**src/cfg_regs_defines.svh**
```systemverilog
`ifndef CFG_REGS_DEFINES_SVH
`define CFG_REGS_DEFINES_SVH

// ----------------------------------------------------------------------------
// byte addresses in the 8-bit internal space, plus the 7-bit serial address of the page register
// ----------------------------------------------------------------------------
`define ADDR_LOCK_CRIT 8'h72
`define ADDR_TRIM_B0 8'h73
`define ADDR_TRIM_B3 8'h76
`define ADDR_FILTER_SEL 8'h77
`define ADDR_PHASE_ADV 8'h78
`define ADDR_PAGE 8'h7f
`define ADDR_DIV_A_B0 8'h80
`define ADDR_DIV_A_B2 8'h82
`define SER_PAGE_ADDR 7'h7f

// ----------------------------------------------------------------------------
// lane counts of the multi-byte registers
// ----------------------------------------------------------------------------
`define TRIM_BYTES 4
`define DIV_A_BYTES 3

// ----------------------------------------------------------------------------
// reset values
// ----------------------------------------------------------------------------
`define RST_LOCK_CRIT 8'haa
`define RST_TRIM 32'h046aaaab
`define RST_FILTER_SEL 8'h00
`define RST_PHASE_ADV 8'h00
`define RST_PAGE 8'h00
`define RST_DIV_A 24'h000002
`define RST_RDATA 8'h00
`define UNMAPPED_RDATA 8'h00

// ----------------------------------------------------------------------------
// field positions
// ----------------------------------------------------------------------------
`define LOCK_CRIT_MSB 1
`define PAGE_BIT 0
`define FILTER_BIT 0

`endif

```
**src/cfg_regs_pkg.sv**
```systemverilog
`default_nettype none
package cfg_regs_pkg;

  // lock criterion encoding of the 2-bit select field
  typedef enum logic [1:0] {
    LOCK_RESERVED = 2'b00,
    LOCK_1US_1S = 2'b01,
    LOCK_10US_1S = 2'b10,
    LOCK_10US_10S = 2'b11
  } lock_crit_e;

  // serial access request
  typedef struct packed {
    logic wr;
    logic rd;
    logic [6:0] addr;
    logic [7:0] wdata;
  } ser_req_s;

  // lock criterion decoded into limits
  typedef struct packed {
    logic valid;
    logic wide_err;
    logic long_win;
  } lock_limits_s;

  // configuration handed to the clock datapath
  typedef struct packed {
    lock_limits_s lock;
    logic [31:0] trim;
    logic int_filter;
    logic [7:0] phase_adv;
    logic [23:0] div_a;
  } synth_cfg_s;

endpackage
`default_nettype wire

```
**src/dpll_synth_config_regs.sv**
```systemverilog
`include "cfg_regs_defines.svh"
`default_nettype none
module dpll_synth_config_regs
  import cfg_regs_pkg::*;
#(
  parameter int NUM_SYNTH = 4
) (
  input wire logic i_mclk,
  input wire logic i_rstn,
  input wire ser_req_s i_req,
  output logic [7:0] o_rdata,
  output logic o_rvalid,
  output logic [1:0] o_lock_sel,
  output lock_limits_s o_lock_limits,
  output logic [NUM_SYNTH*32-1:0] o_synth_trim,
  output logic o_int_filter,
  output logic [NUM_SYNTH*8-1:0] o_synth_phase_adv,
  output logic [23:0] o_div_a,
  output synth_cfg_s o_cfg
);

  // ----------------------------------------------------------------------------
  // constants
  // ----------------------------------------------------------------------------
  localparam logic [31:0] TRIM_RST = `RST_TRIM;
  localparam logic [23:0] DIV_A_RST = `RST_DIV_A;
  localparam int TRIM_BYTES = `TRIM_BYTES;
  localparam int DIV_A_BYTES = `DIV_A_BYTES;
  localparam int TRIM_SPAN = int'(`ADDR_TRIM_B3) - int'(`ADDR_TRIM_B0) + 1;
  localparam int DIV_A_SPAN = int'(`ADDR_DIV_A_B2) - int'(`ADDR_DIV_A_B0) + 1;

  // ----------------------------------------------------------------------------
  // elaboration checks
  // ----------------------------------------------------------------------------
  // the fan-out needs at least one synthesizer, and the lane maps must cover
  // exactly the bytes of the registers they build
  generate
    if (NUM_SYNTH < 1) begin : g_bad_num_synth
      $error("NUM_SYNTH must be at least one");
    end
    if (TRIM_BYTES * 8 != $bits(o_cfg.trim)) begin : g_bad_trim_bytes
      $error("trim byte count does not match the trim width");
    end
    if (DIV_A_BYTES * 8 != $bits(o_div_a)) begin : g_bad_div_bytes
      $error("divider byte count does not match the divider width");
    end
    if (TRIM_SPAN != TRIM_BYTES) begin : g_bad_trim_span
      $error("trim address span does not match its byte count");
    end
    if (DIV_A_SPAN != DIV_A_BYTES) begin : g_bad_div_span
      $error("divider address span does not match its byte count");
    end
    if (`LOCK_CRIT_MSB + 1 != $bits(lock_crit_e)) begin : g_bad_lock_field
      $error("lock criterion field does not match its encoding");
    end
    if (`PAGE_BIT >= $bits(i_req.wdata) || `FILTER_BIT >= $bits(i_req.wdata)) begin : g_bad_bit
      $error("page or filter bit lies outside the register byte");
    end
  endgenerate

  // ----------------------------------------------------------------------------
  // registers
  // ----------------------------------------------------------------------------
  logic [7:0] lock_crit_r;
  wire [31:0] trim_r;
  logic [7:0] filter_r;
  logic [7:0] phase_adv_r;
  logic [7:0] page_r;
  wire [23:0] div_a_r;
  logic [7:0] rdata_r;
  logic rvalid_r;

  // ----------------------------------------------------------------------------
  // address decode
  // ----------------------------------------------------------------------------
  logic [7:0] int_addr;

  page_addr_map u_map (
    .i_ser_addr(i_req.addr),
    .i_page(page_r[`PAGE_BIT]),
    .o_int_addr(int_addr)
  );

  function automatic logic in_range(input logic [7:0] a, input logic [7:0] lo,
                                    input logic [7:0] hi);
    in_range = (a >= lo) && (a <= hi);
  endfunction

  // true when the address selects byte lane n of a register based at base
  function automatic logic lane_hit(input logic [7:0] a, input logic [7:0] base,
                                    input int n);
    lane_hit = (a == 8'(base + 8'(n)));
  endfunction

  // byte of a multi-byte register that the address selects
  function automatic logic [7:0] pick_byte(input logic [31:0] w, input logic [7:0] a,
                                           input logic [7:0] base);
    pick_byte = `UNMAPPED_RDATA;
    for (int k = 0; k < TRIM_BYTES; k++) begin
      if (lane_hit(a, base, k)) begin
        pick_byte = w[k*8 +: 8];
      end
    end
  endfunction

  // single-byte registers of page 0
  wire hit_lock = (int_addr == `ADDR_LOCK_CRIT);
  wire hit_filt = (int_addr == `ADDR_FILTER_SEL);
  wire hit_phase = (int_addr == `ADDR_PHASE_ADV);
  // page register, mapped on both pages by the address extension
  wire hit_page = (int_addr == `ADDR_PAGE);
  // multi-byte registers; lanes are little-endian
  wire hit_trim = in_range(int_addr, `ADDR_TRIM_B0, `ADDR_TRIM_B3);
  wire hit_div = in_range(int_addr, `ADDR_DIV_A_B0, `ADDR_DIV_A_B2);
  // anything else reads as zero and ignores writes
  wire hit_any = hit_lock || hit_filt || hit_phase || hit_page || hit_trim || hit_div;

  // ----------------------------------------------------------------------------
  // write enables
  // ----------------------------------------------------------------------------
  wire wr_en = i_req.wr;
  wire rd_en = i_req.rd;
  wire we_lock = wr_en && hit_lock;
  wire we_filt = wr_en && hit_filt;
  wire we_phase = wr_en && hit_phase;
  wire we_page = wr_en && hit_page;
  wire [TRIM_BYTES-1:0] we_trim_lane;
  wire [DIV_A_BYTES-1:0] we_div_lane;

  // ----------------------------------------------------------------------------
  // single-byte registers; reserved bits are kept as written
  // ----------------------------------------------------------------------------
  always_ff @(posedge i_mclk) begin
    if (!i_rstn) begin
      lock_crit_r <= `RST_LOCK_CRIT;
    end else if (we_lock) begin
      lock_crit_r <= i_req.wdata;
    end
  end

  always_ff @(posedge i_mclk) begin
    if (!i_rstn) begin
      filter_r <= `RST_FILTER_SEL;
    end else if (we_filt) begin
      filter_r <= i_req.wdata;
    end
  end

  always_ff @(posedge i_mclk) begin
    if (!i_rstn) begin
      phase_adv_r <= `RST_PHASE_ADV;
    end else if (we_phase) begin
      phase_adv_r <= i_req.wdata;
    end
  end

  always_ff @(posedge i_mclk) begin
    if (!i_rstn) begin
      page_r <= `RST_PAGE;
    end else if (we_page) begin
      page_r <= i_req.wdata;
    end
  end

  // ----------------------------------------------------------------------------
  // multi-byte registers, one flip-flop byte per lane
  // ----------------------------------------------------------------------------
  // each lane is written on its own, so the host may update a single byte;
  // a partly written trim takes effect byte by byte
  genvar n;
  generate
    for (n = 0; n < TRIM_BYTES; n++) begin : g_trim_lane
      logic [7:0] lane_r;
      assign we_trim_lane[n] = wr_en && lane_hit(int_addr, `ADDR_TRIM_B0, n);
      always_ff @(posedge i_mclk) begin
        if (!i_rstn) begin
          lane_r <= TRIM_RST[n*8 +: 8];
        end else if (we_trim_lane[n]) begin
          lane_r <= i_req.wdata;
        end
      end
      assign trim_r[n*8 +: 8] = lane_r;
    end
    for (n = 0; n < DIV_A_BYTES; n++) begin : g_div_lane
      logic [7:0] lane_r;
      assign we_div_lane[n] = wr_en && lane_hit(int_addr, `ADDR_DIV_A_B0, n);
      always_ff @(posedge i_mclk) begin
        if (!i_rstn) begin
          lane_r <= DIV_A_RST[n*8 +: 8];
        end else if (we_div_lane[n]) begin
          lane_r <= i_req.wdata;
        end
      end
      assign div_a_r[n*8 +: 8] = lane_r;
    end
  endgenerate

  // ----------------------------------------------------------------------------
  // read path
  // ----------------------------------------------------------------------------
  // a read shows the value before a write in the same cycle
  wire [7:0] rd_trim = pick_byte(trim_r, int_addr, `ADDR_TRIM_B0);
  wire [7:0] rd_div = pick_byte(32'(div_a_r), int_addr, `ADDR_DIV_A_B0);
  // hits are mutually exclusive, so the terms can be or-ed together
  wire [7:0] rd_mux =
    ({8{hit_lock}} & lock_crit_r) |
    ({8{hit_trim}} & rd_trim) |
    ({8{hit_filt}} & filter_r) |
    ({8{hit_phase}} & phase_adv_r) |
    ({8{hit_page}} & page_r) |
    ({8{hit_div}} & rd_div) |
    ({8{!hit_any}} & `UNMAPPED_RDATA);

  // read strobe answered one cycle after it is taken
  always_ff @(posedge i_mclk) begin
    if (!i_rstn) begin
      rvalid_r <= 1'b0;
    end else begin
      rvalid_r <= rd_en;
    end
  end

  // read data holds until the next read
  always_ff @(posedge i_mclk) begin
    if (!i_rstn) begin
      rdata_r <= `RST_RDATA;
    end else if (rd_en) begin
      rdata_r <= rd_mux;
    end
  end

  assign o_rdata = rdata_r;
  assign o_rvalid = rvalid_r;

  // ----------------------------------------------------------------------------
  // configuration outputs
  // ----------------------------------------------------------------------------
  // only the low two bits choose the criterion; the reserved upper bits are
  // stored for read-back and steer nothing
  wire [1:0] lock_sel = lock_crit_r[`LOCK_CRIT_MSB:0];
  lock_limits_s limits;
  synth_cfg_s cfg_w;

  lock_crit_decode u_lock (
    .i_sel(lock_sel),
    .o_limits(limits)
  );

  assign o_lock_sel = lock_sel;
  assign o_lock_limits = limits;
  assign o_int_filter = filter_r[`FILTER_BIT];
  assign o_div_a = div_a_r;

  // the same trim and phase word fan out to every synthesizer; the trim is
  // used as fout = finit * (1 + trim/2^32) by the oscillator datapath, so a
  // positive trim raises every synthesizer frequency together
  genvar g;
  generate
    for (g = 0; g < NUM_SYNTH; g++) begin : g_synth
      wire [31:0] synth_trim = trim_r;
      wire [7:0] synth_phase = phase_adv_r;
      // the phase advance sits ahead of the post-dividers, so all of them
      // see the same shift
      assign o_synth_trim[g*32 +: 32] = synth_trim;
      assign o_synth_phase_adv[g*8 +: 8] = synth_phase;
    end
  endgenerate

  // bundle handed to the clock datapath
  always_comb begin
    cfg_w = '0;
    cfg_w.lock = limits;
    cfg_w.trim = trim_r;
    cfg_w.int_filter = filter_r[`FILTER_BIT];
    cfg_w.phase_adv = phase_adv_r;
    cfg_w.div_a = div_a_r;
  end
  assign o_cfg = cfg_w;

endmodule
`default_nettype wire

```
**src/lock_crit_decode.sv**
```systemverilog
`include "cfg_regs_defines.svh"
`default_nettype none
module lock_crit_decode
  import cfg_regs_pkg::*;
(
  input wire logic [1:0] i_sel,
  output lock_limits_s o_limits
);

  // ----------------------------------------------------------------------------
  // criterion decode
  // ----------------------------------------------------------------------------
  wire lock_crit_e crit = lock_crit_e'(i_sel);
  // 00 reserved: no criterion, lock never satisfied
  assign o_limits.valid = (crit != LOCK_RESERVED);
  assign o_limits.wide_err = (crit == LOCK_10US_1S) || (crit == LOCK_10US_10S);
  assign o_limits.long_win = (crit == LOCK_10US_10S);

endmodule
`default_nettype wire

```
**src/page_addr_map.sv**
```systemverilog
`include "cfg_regs_defines.svh"
`default_nettype none
module page_addr_map
  import cfg_regs_pkg::*;
(
  input wire logic [6:0] i_ser_addr,
  input wire logic i_page,
  output logic [7:0] o_int_addr
);

  // ----------------------------------------------------------------------------
  // address extension
  // ----------------------------------------------------------------------------
  wire is_page_reg = (i_ser_addr == `SER_PAGE_ADDR);
  // page register stays visible from either page
  assign o_int_addr = is_page_reg ? `ADDR_PAGE : {i_page, i_ser_addr};

endmodule
`default_nettype wire

```
**config.mk**
```make
export PLATFORM = sky130hd
export DESIGN_NAME = dpll_synth_config_regs
export DESIGN_NICKNAME = d
export VERILOG_FILES = /design/src/cfg_regs_pkg.sv /design/src/dpll_synth_config_regs.sv /design/src/lock_crit_decode.sv /design/src/page_addr_map.sv
export VERILOG_INCLUDE_DIRS = /design/src
export SDC_FILE = /design/constraint.sdc
export NUM_CORES = 1
export LEC_CHECK = 0
export BUFFER_PORTS_ARGS = -buffer_cell sky130_fd_sc_hd__buf_2
export CAP_MARGIN = 5
export CORE_MARGIN = 3
export CORE_UTILIZATION = 47
export CTS_BUF_LIST = sky130_fd_sc_hd__clkbuf_16
export DETAILED_ROUTE_END_ITERATION = 7
export PLACE_DENSITY = 0.82
export REMOVE_ABC_BUFFERS = 1
export SYNTH_ARGS = -nofsm -noshare
export SYNTH_HDL_FRONTEND = slang
export SYNTH_SLANG_ARGS = --single-unit
```
**constraint.sdc**
```tcl
create_clock -name i_mclk -period 2.1 [get_ports i_mclk]
set_clock_uncertainty 0.05 [all_clocks]
set_input_delay 0.315 -clock i_mclk [delete_from_list [all_inputs] [get_ports i_mclk]]
set_output_delay 0.315 -clock i_mclk [all_outputs]
set_load 0.01 [all_outputs]
```
==> results.toml <==
[status]
status = "finished clean"

[route]
vias = 4790
drcViolationCount = 0
drt_iter0_drc = 312
wire_per_inst_um = 16.9
drt-pass1-iter-count = 4
routed_wl_mm = 15.9
final_antenna_net_count = 0
via_per_inst = 5.10

[yosys]
yosys-top-cells-area = "dfxtp_1, buf_4, mux2i_1"
yosys.area.top_type = "dfxtp_1"
ys.flop_type = "dfxtp_1"
netlist_area_mm2 = 0.00601
synth-edff-count = 0
synth.avg_cell_area_um2 = 8.93
synthCells = 673
synth.top_cell.area_share = 0.323
seq_area_frac_synth = 0.323
synth_cell_types = 42
yosys_warnings = 0
ys_ff_latch = 97
synthArstFlopShare = 0

[critical_path]
slowest_delay_ns = 0.46
slowest_stage = "or4b_1"
cp_cell_sequence = "or4b_1 -> nor3_2 -> buf_4 -> nand3_4 -> mux2i_1 -> nor2b_1"
path_delay_family = "simple AND/OR/NAND/NOR gates"
cp_num_buf_inv = 1
start_kind = "register"
crit_type = "reg2reg"
worstPathMaxFanout = 10
cp.arrival_ns = 2.08
cp-end-kind = "register"
crit_required_ns = 2.28

[timing]
finalHoldViolations = 0
rsz0062_at_grt = "no"
fmax_mhz = 527
finalCritPeriodShare = 0.903
setup_viol = 0
max_slew_margin = 0.552
period_minus_slack_ns = 1.90
worst_slew_pin_slew_ns = 0.672
fin_tns_setup_ns = 0
finalMaxSlewViolations = 0

[run]
drv_cap = 0

[power_and_ir_drop]
max-vdd-ir-drop_mv = 0.458
leakage_nw = 3.43
power_density_mw_per_mm2 = 553

[finish]
insertedDiodeCount = 0
fin_util = 0.536
nNetsFinal = 786
drive_gt1_frac = 0.439
layout_commonest_cell = "buf_2"
synthToLayoutAreaGrowth_pct = 9.41
layout_common_cells = "buf_2, dfxtp_1, mux2i_1"

[clocking]
cts-resized-gates = 0
cts_sinks = 97
clkLatencyLatePin_ns = 0.34
cts_setup_buffers = 0
cts_root_buffer = "clkbuf_16"
path_clk_slew_ns = 0.07
clockBufferDepth = 2
cts_hold_buf = 0
h-tree-depth = 3
cts_buffers = 9
cts_tree = "done"

[grt]
grt_pass1_wl_mm = 24.5
antenna_found_initial = 0
grt_max_degree = 38
grt_pass1_vias = 4494
overflow = 0
busiest_layer = "met2"
use_met1 = 0.282
grt_use_met2 = 0.357
grtUsageMet3 = 0.0394
grtUsageTotal = 0.217

[floorplan]
start_util = 0.490
die_area_mm2 = 0.0142
die_h_um = 119
die_w_um = 119
core_area_mm2 = 0.0123
io_pins = 286
std_cell_rows = 40

[placement]
gp_congestion = 0.851
dp_hpwl_mm = 12.0
port_buffers = 285

[worst_hold_path]
holdCritPathClass = "in2reg"
-- path summary, 6_finish.rpt --
check	start	end	slack [ns]	depth (start not counted)
worst min register to register	filter_r[1]$_SDFFE_PN0P_	filter_r[1]$_SDFFE_PN0P_	0.42	2
worst max-delay path	page_r[0]$_SDFFE_PN0P_	g_div_lane[0].lane_r[6]$_SDFFE_PN0P_	0.20	6
worst min-delay path	i_req[15]	o_rdata[6]$_SDFFE_PN0P_	0.30	2
worst max register to register	page_r[0]$_SDFFE_PN0P_	g_div_lane[0].lane_r[6]$_SDFFE_PN0P_	0.20	6
-- flip-flops by register name, summed over array words and instances (netlist names) --
signal / count
o_rdata: 8
g_trim_lane.lane_r: 32
filter_r: 8
lock_crit_r: 8
o_rvalid: 1
g_synth.synth_phase: 8
g_div_lane.lane_r: 24
page_r: 8
-- power breakdown --
part           switching (mW)  leakage, nW  internal [mW]
logic                   0.187         2.52          0.114
registers             0.00874        0.784           1.85
clock network           0.690        0.128          0.788
total                   0.886         3.43           2.75
-- cell usage after synthesis (4+ instances only) --
library cell,number
buf_4,191
and2_1,7
o21ai_0,22
nor2_1,7
a21boi_0,8
mux2i_1,89
a41oi_1,4
a21oi_1,12
a22oi_1,12
clkbuf_1,28
a32oi_1,4
nor2b_1,65
dfxtp_1,97
a31oi_1,7
nand3_1,20
nand2_1,45
buf_2,7
inv_1,4
-- layer usage --
layer | vias up | share of wire | wire [um]
met1 | 2250 | 0.43 | 6800
met3 | 28 | 0.073 | 1150
met5 | - | 0 | 0
li1 | 2275 | - | -
met2 | 237 | 0.48 | 7570
met4 | 0 | 0.022 | 357
-- worst reg2reg max path: cells and delay by family (launching register included) --
kind                   cells  cell delay (ns)
buffers and inverters      1             0.24
DFF                        1             0.40
and+or+nand+nor            4             0.90
muxes                      1             0.21
-- through the flow --
step	power (mW)	hold WS, ns	cell area, um2	cells	worst slack (ns)
2_1_floorplan	2.01	0.327	4410	444	-0.286
3_3_place_gp	2.19	0.401	6310	924	0.105
3_5_place_dp	2.20	0.407	6310	924	0.0465
4_1_cts	3.65	0.283	6570	940	0.132
5_1_grt	3.74	0.316	6580	940	0.0508
6_report	3.64	0.297	6580	940	0.204
-- cell type report --
type	instances	area (um2)
clock buffers	9	225
clock inverters	7	37.5
multi-input cells	342	2450
flip-flops and latches	97	1940
inverters	5	18.8
well taps	168	210
repair buffers	312	1690
fillers	1124	5690
-- logic make-up after synthesis --
kind of cell / Yosys count / share of synthesized area
buf+inv: 234 / 0.269
simple gates: 167 / 0.164
mux: 90 / 0.150
compound gates: 85 / 0.0935
flops: 97 / 0.323
(Power assumes the default switching activity.)
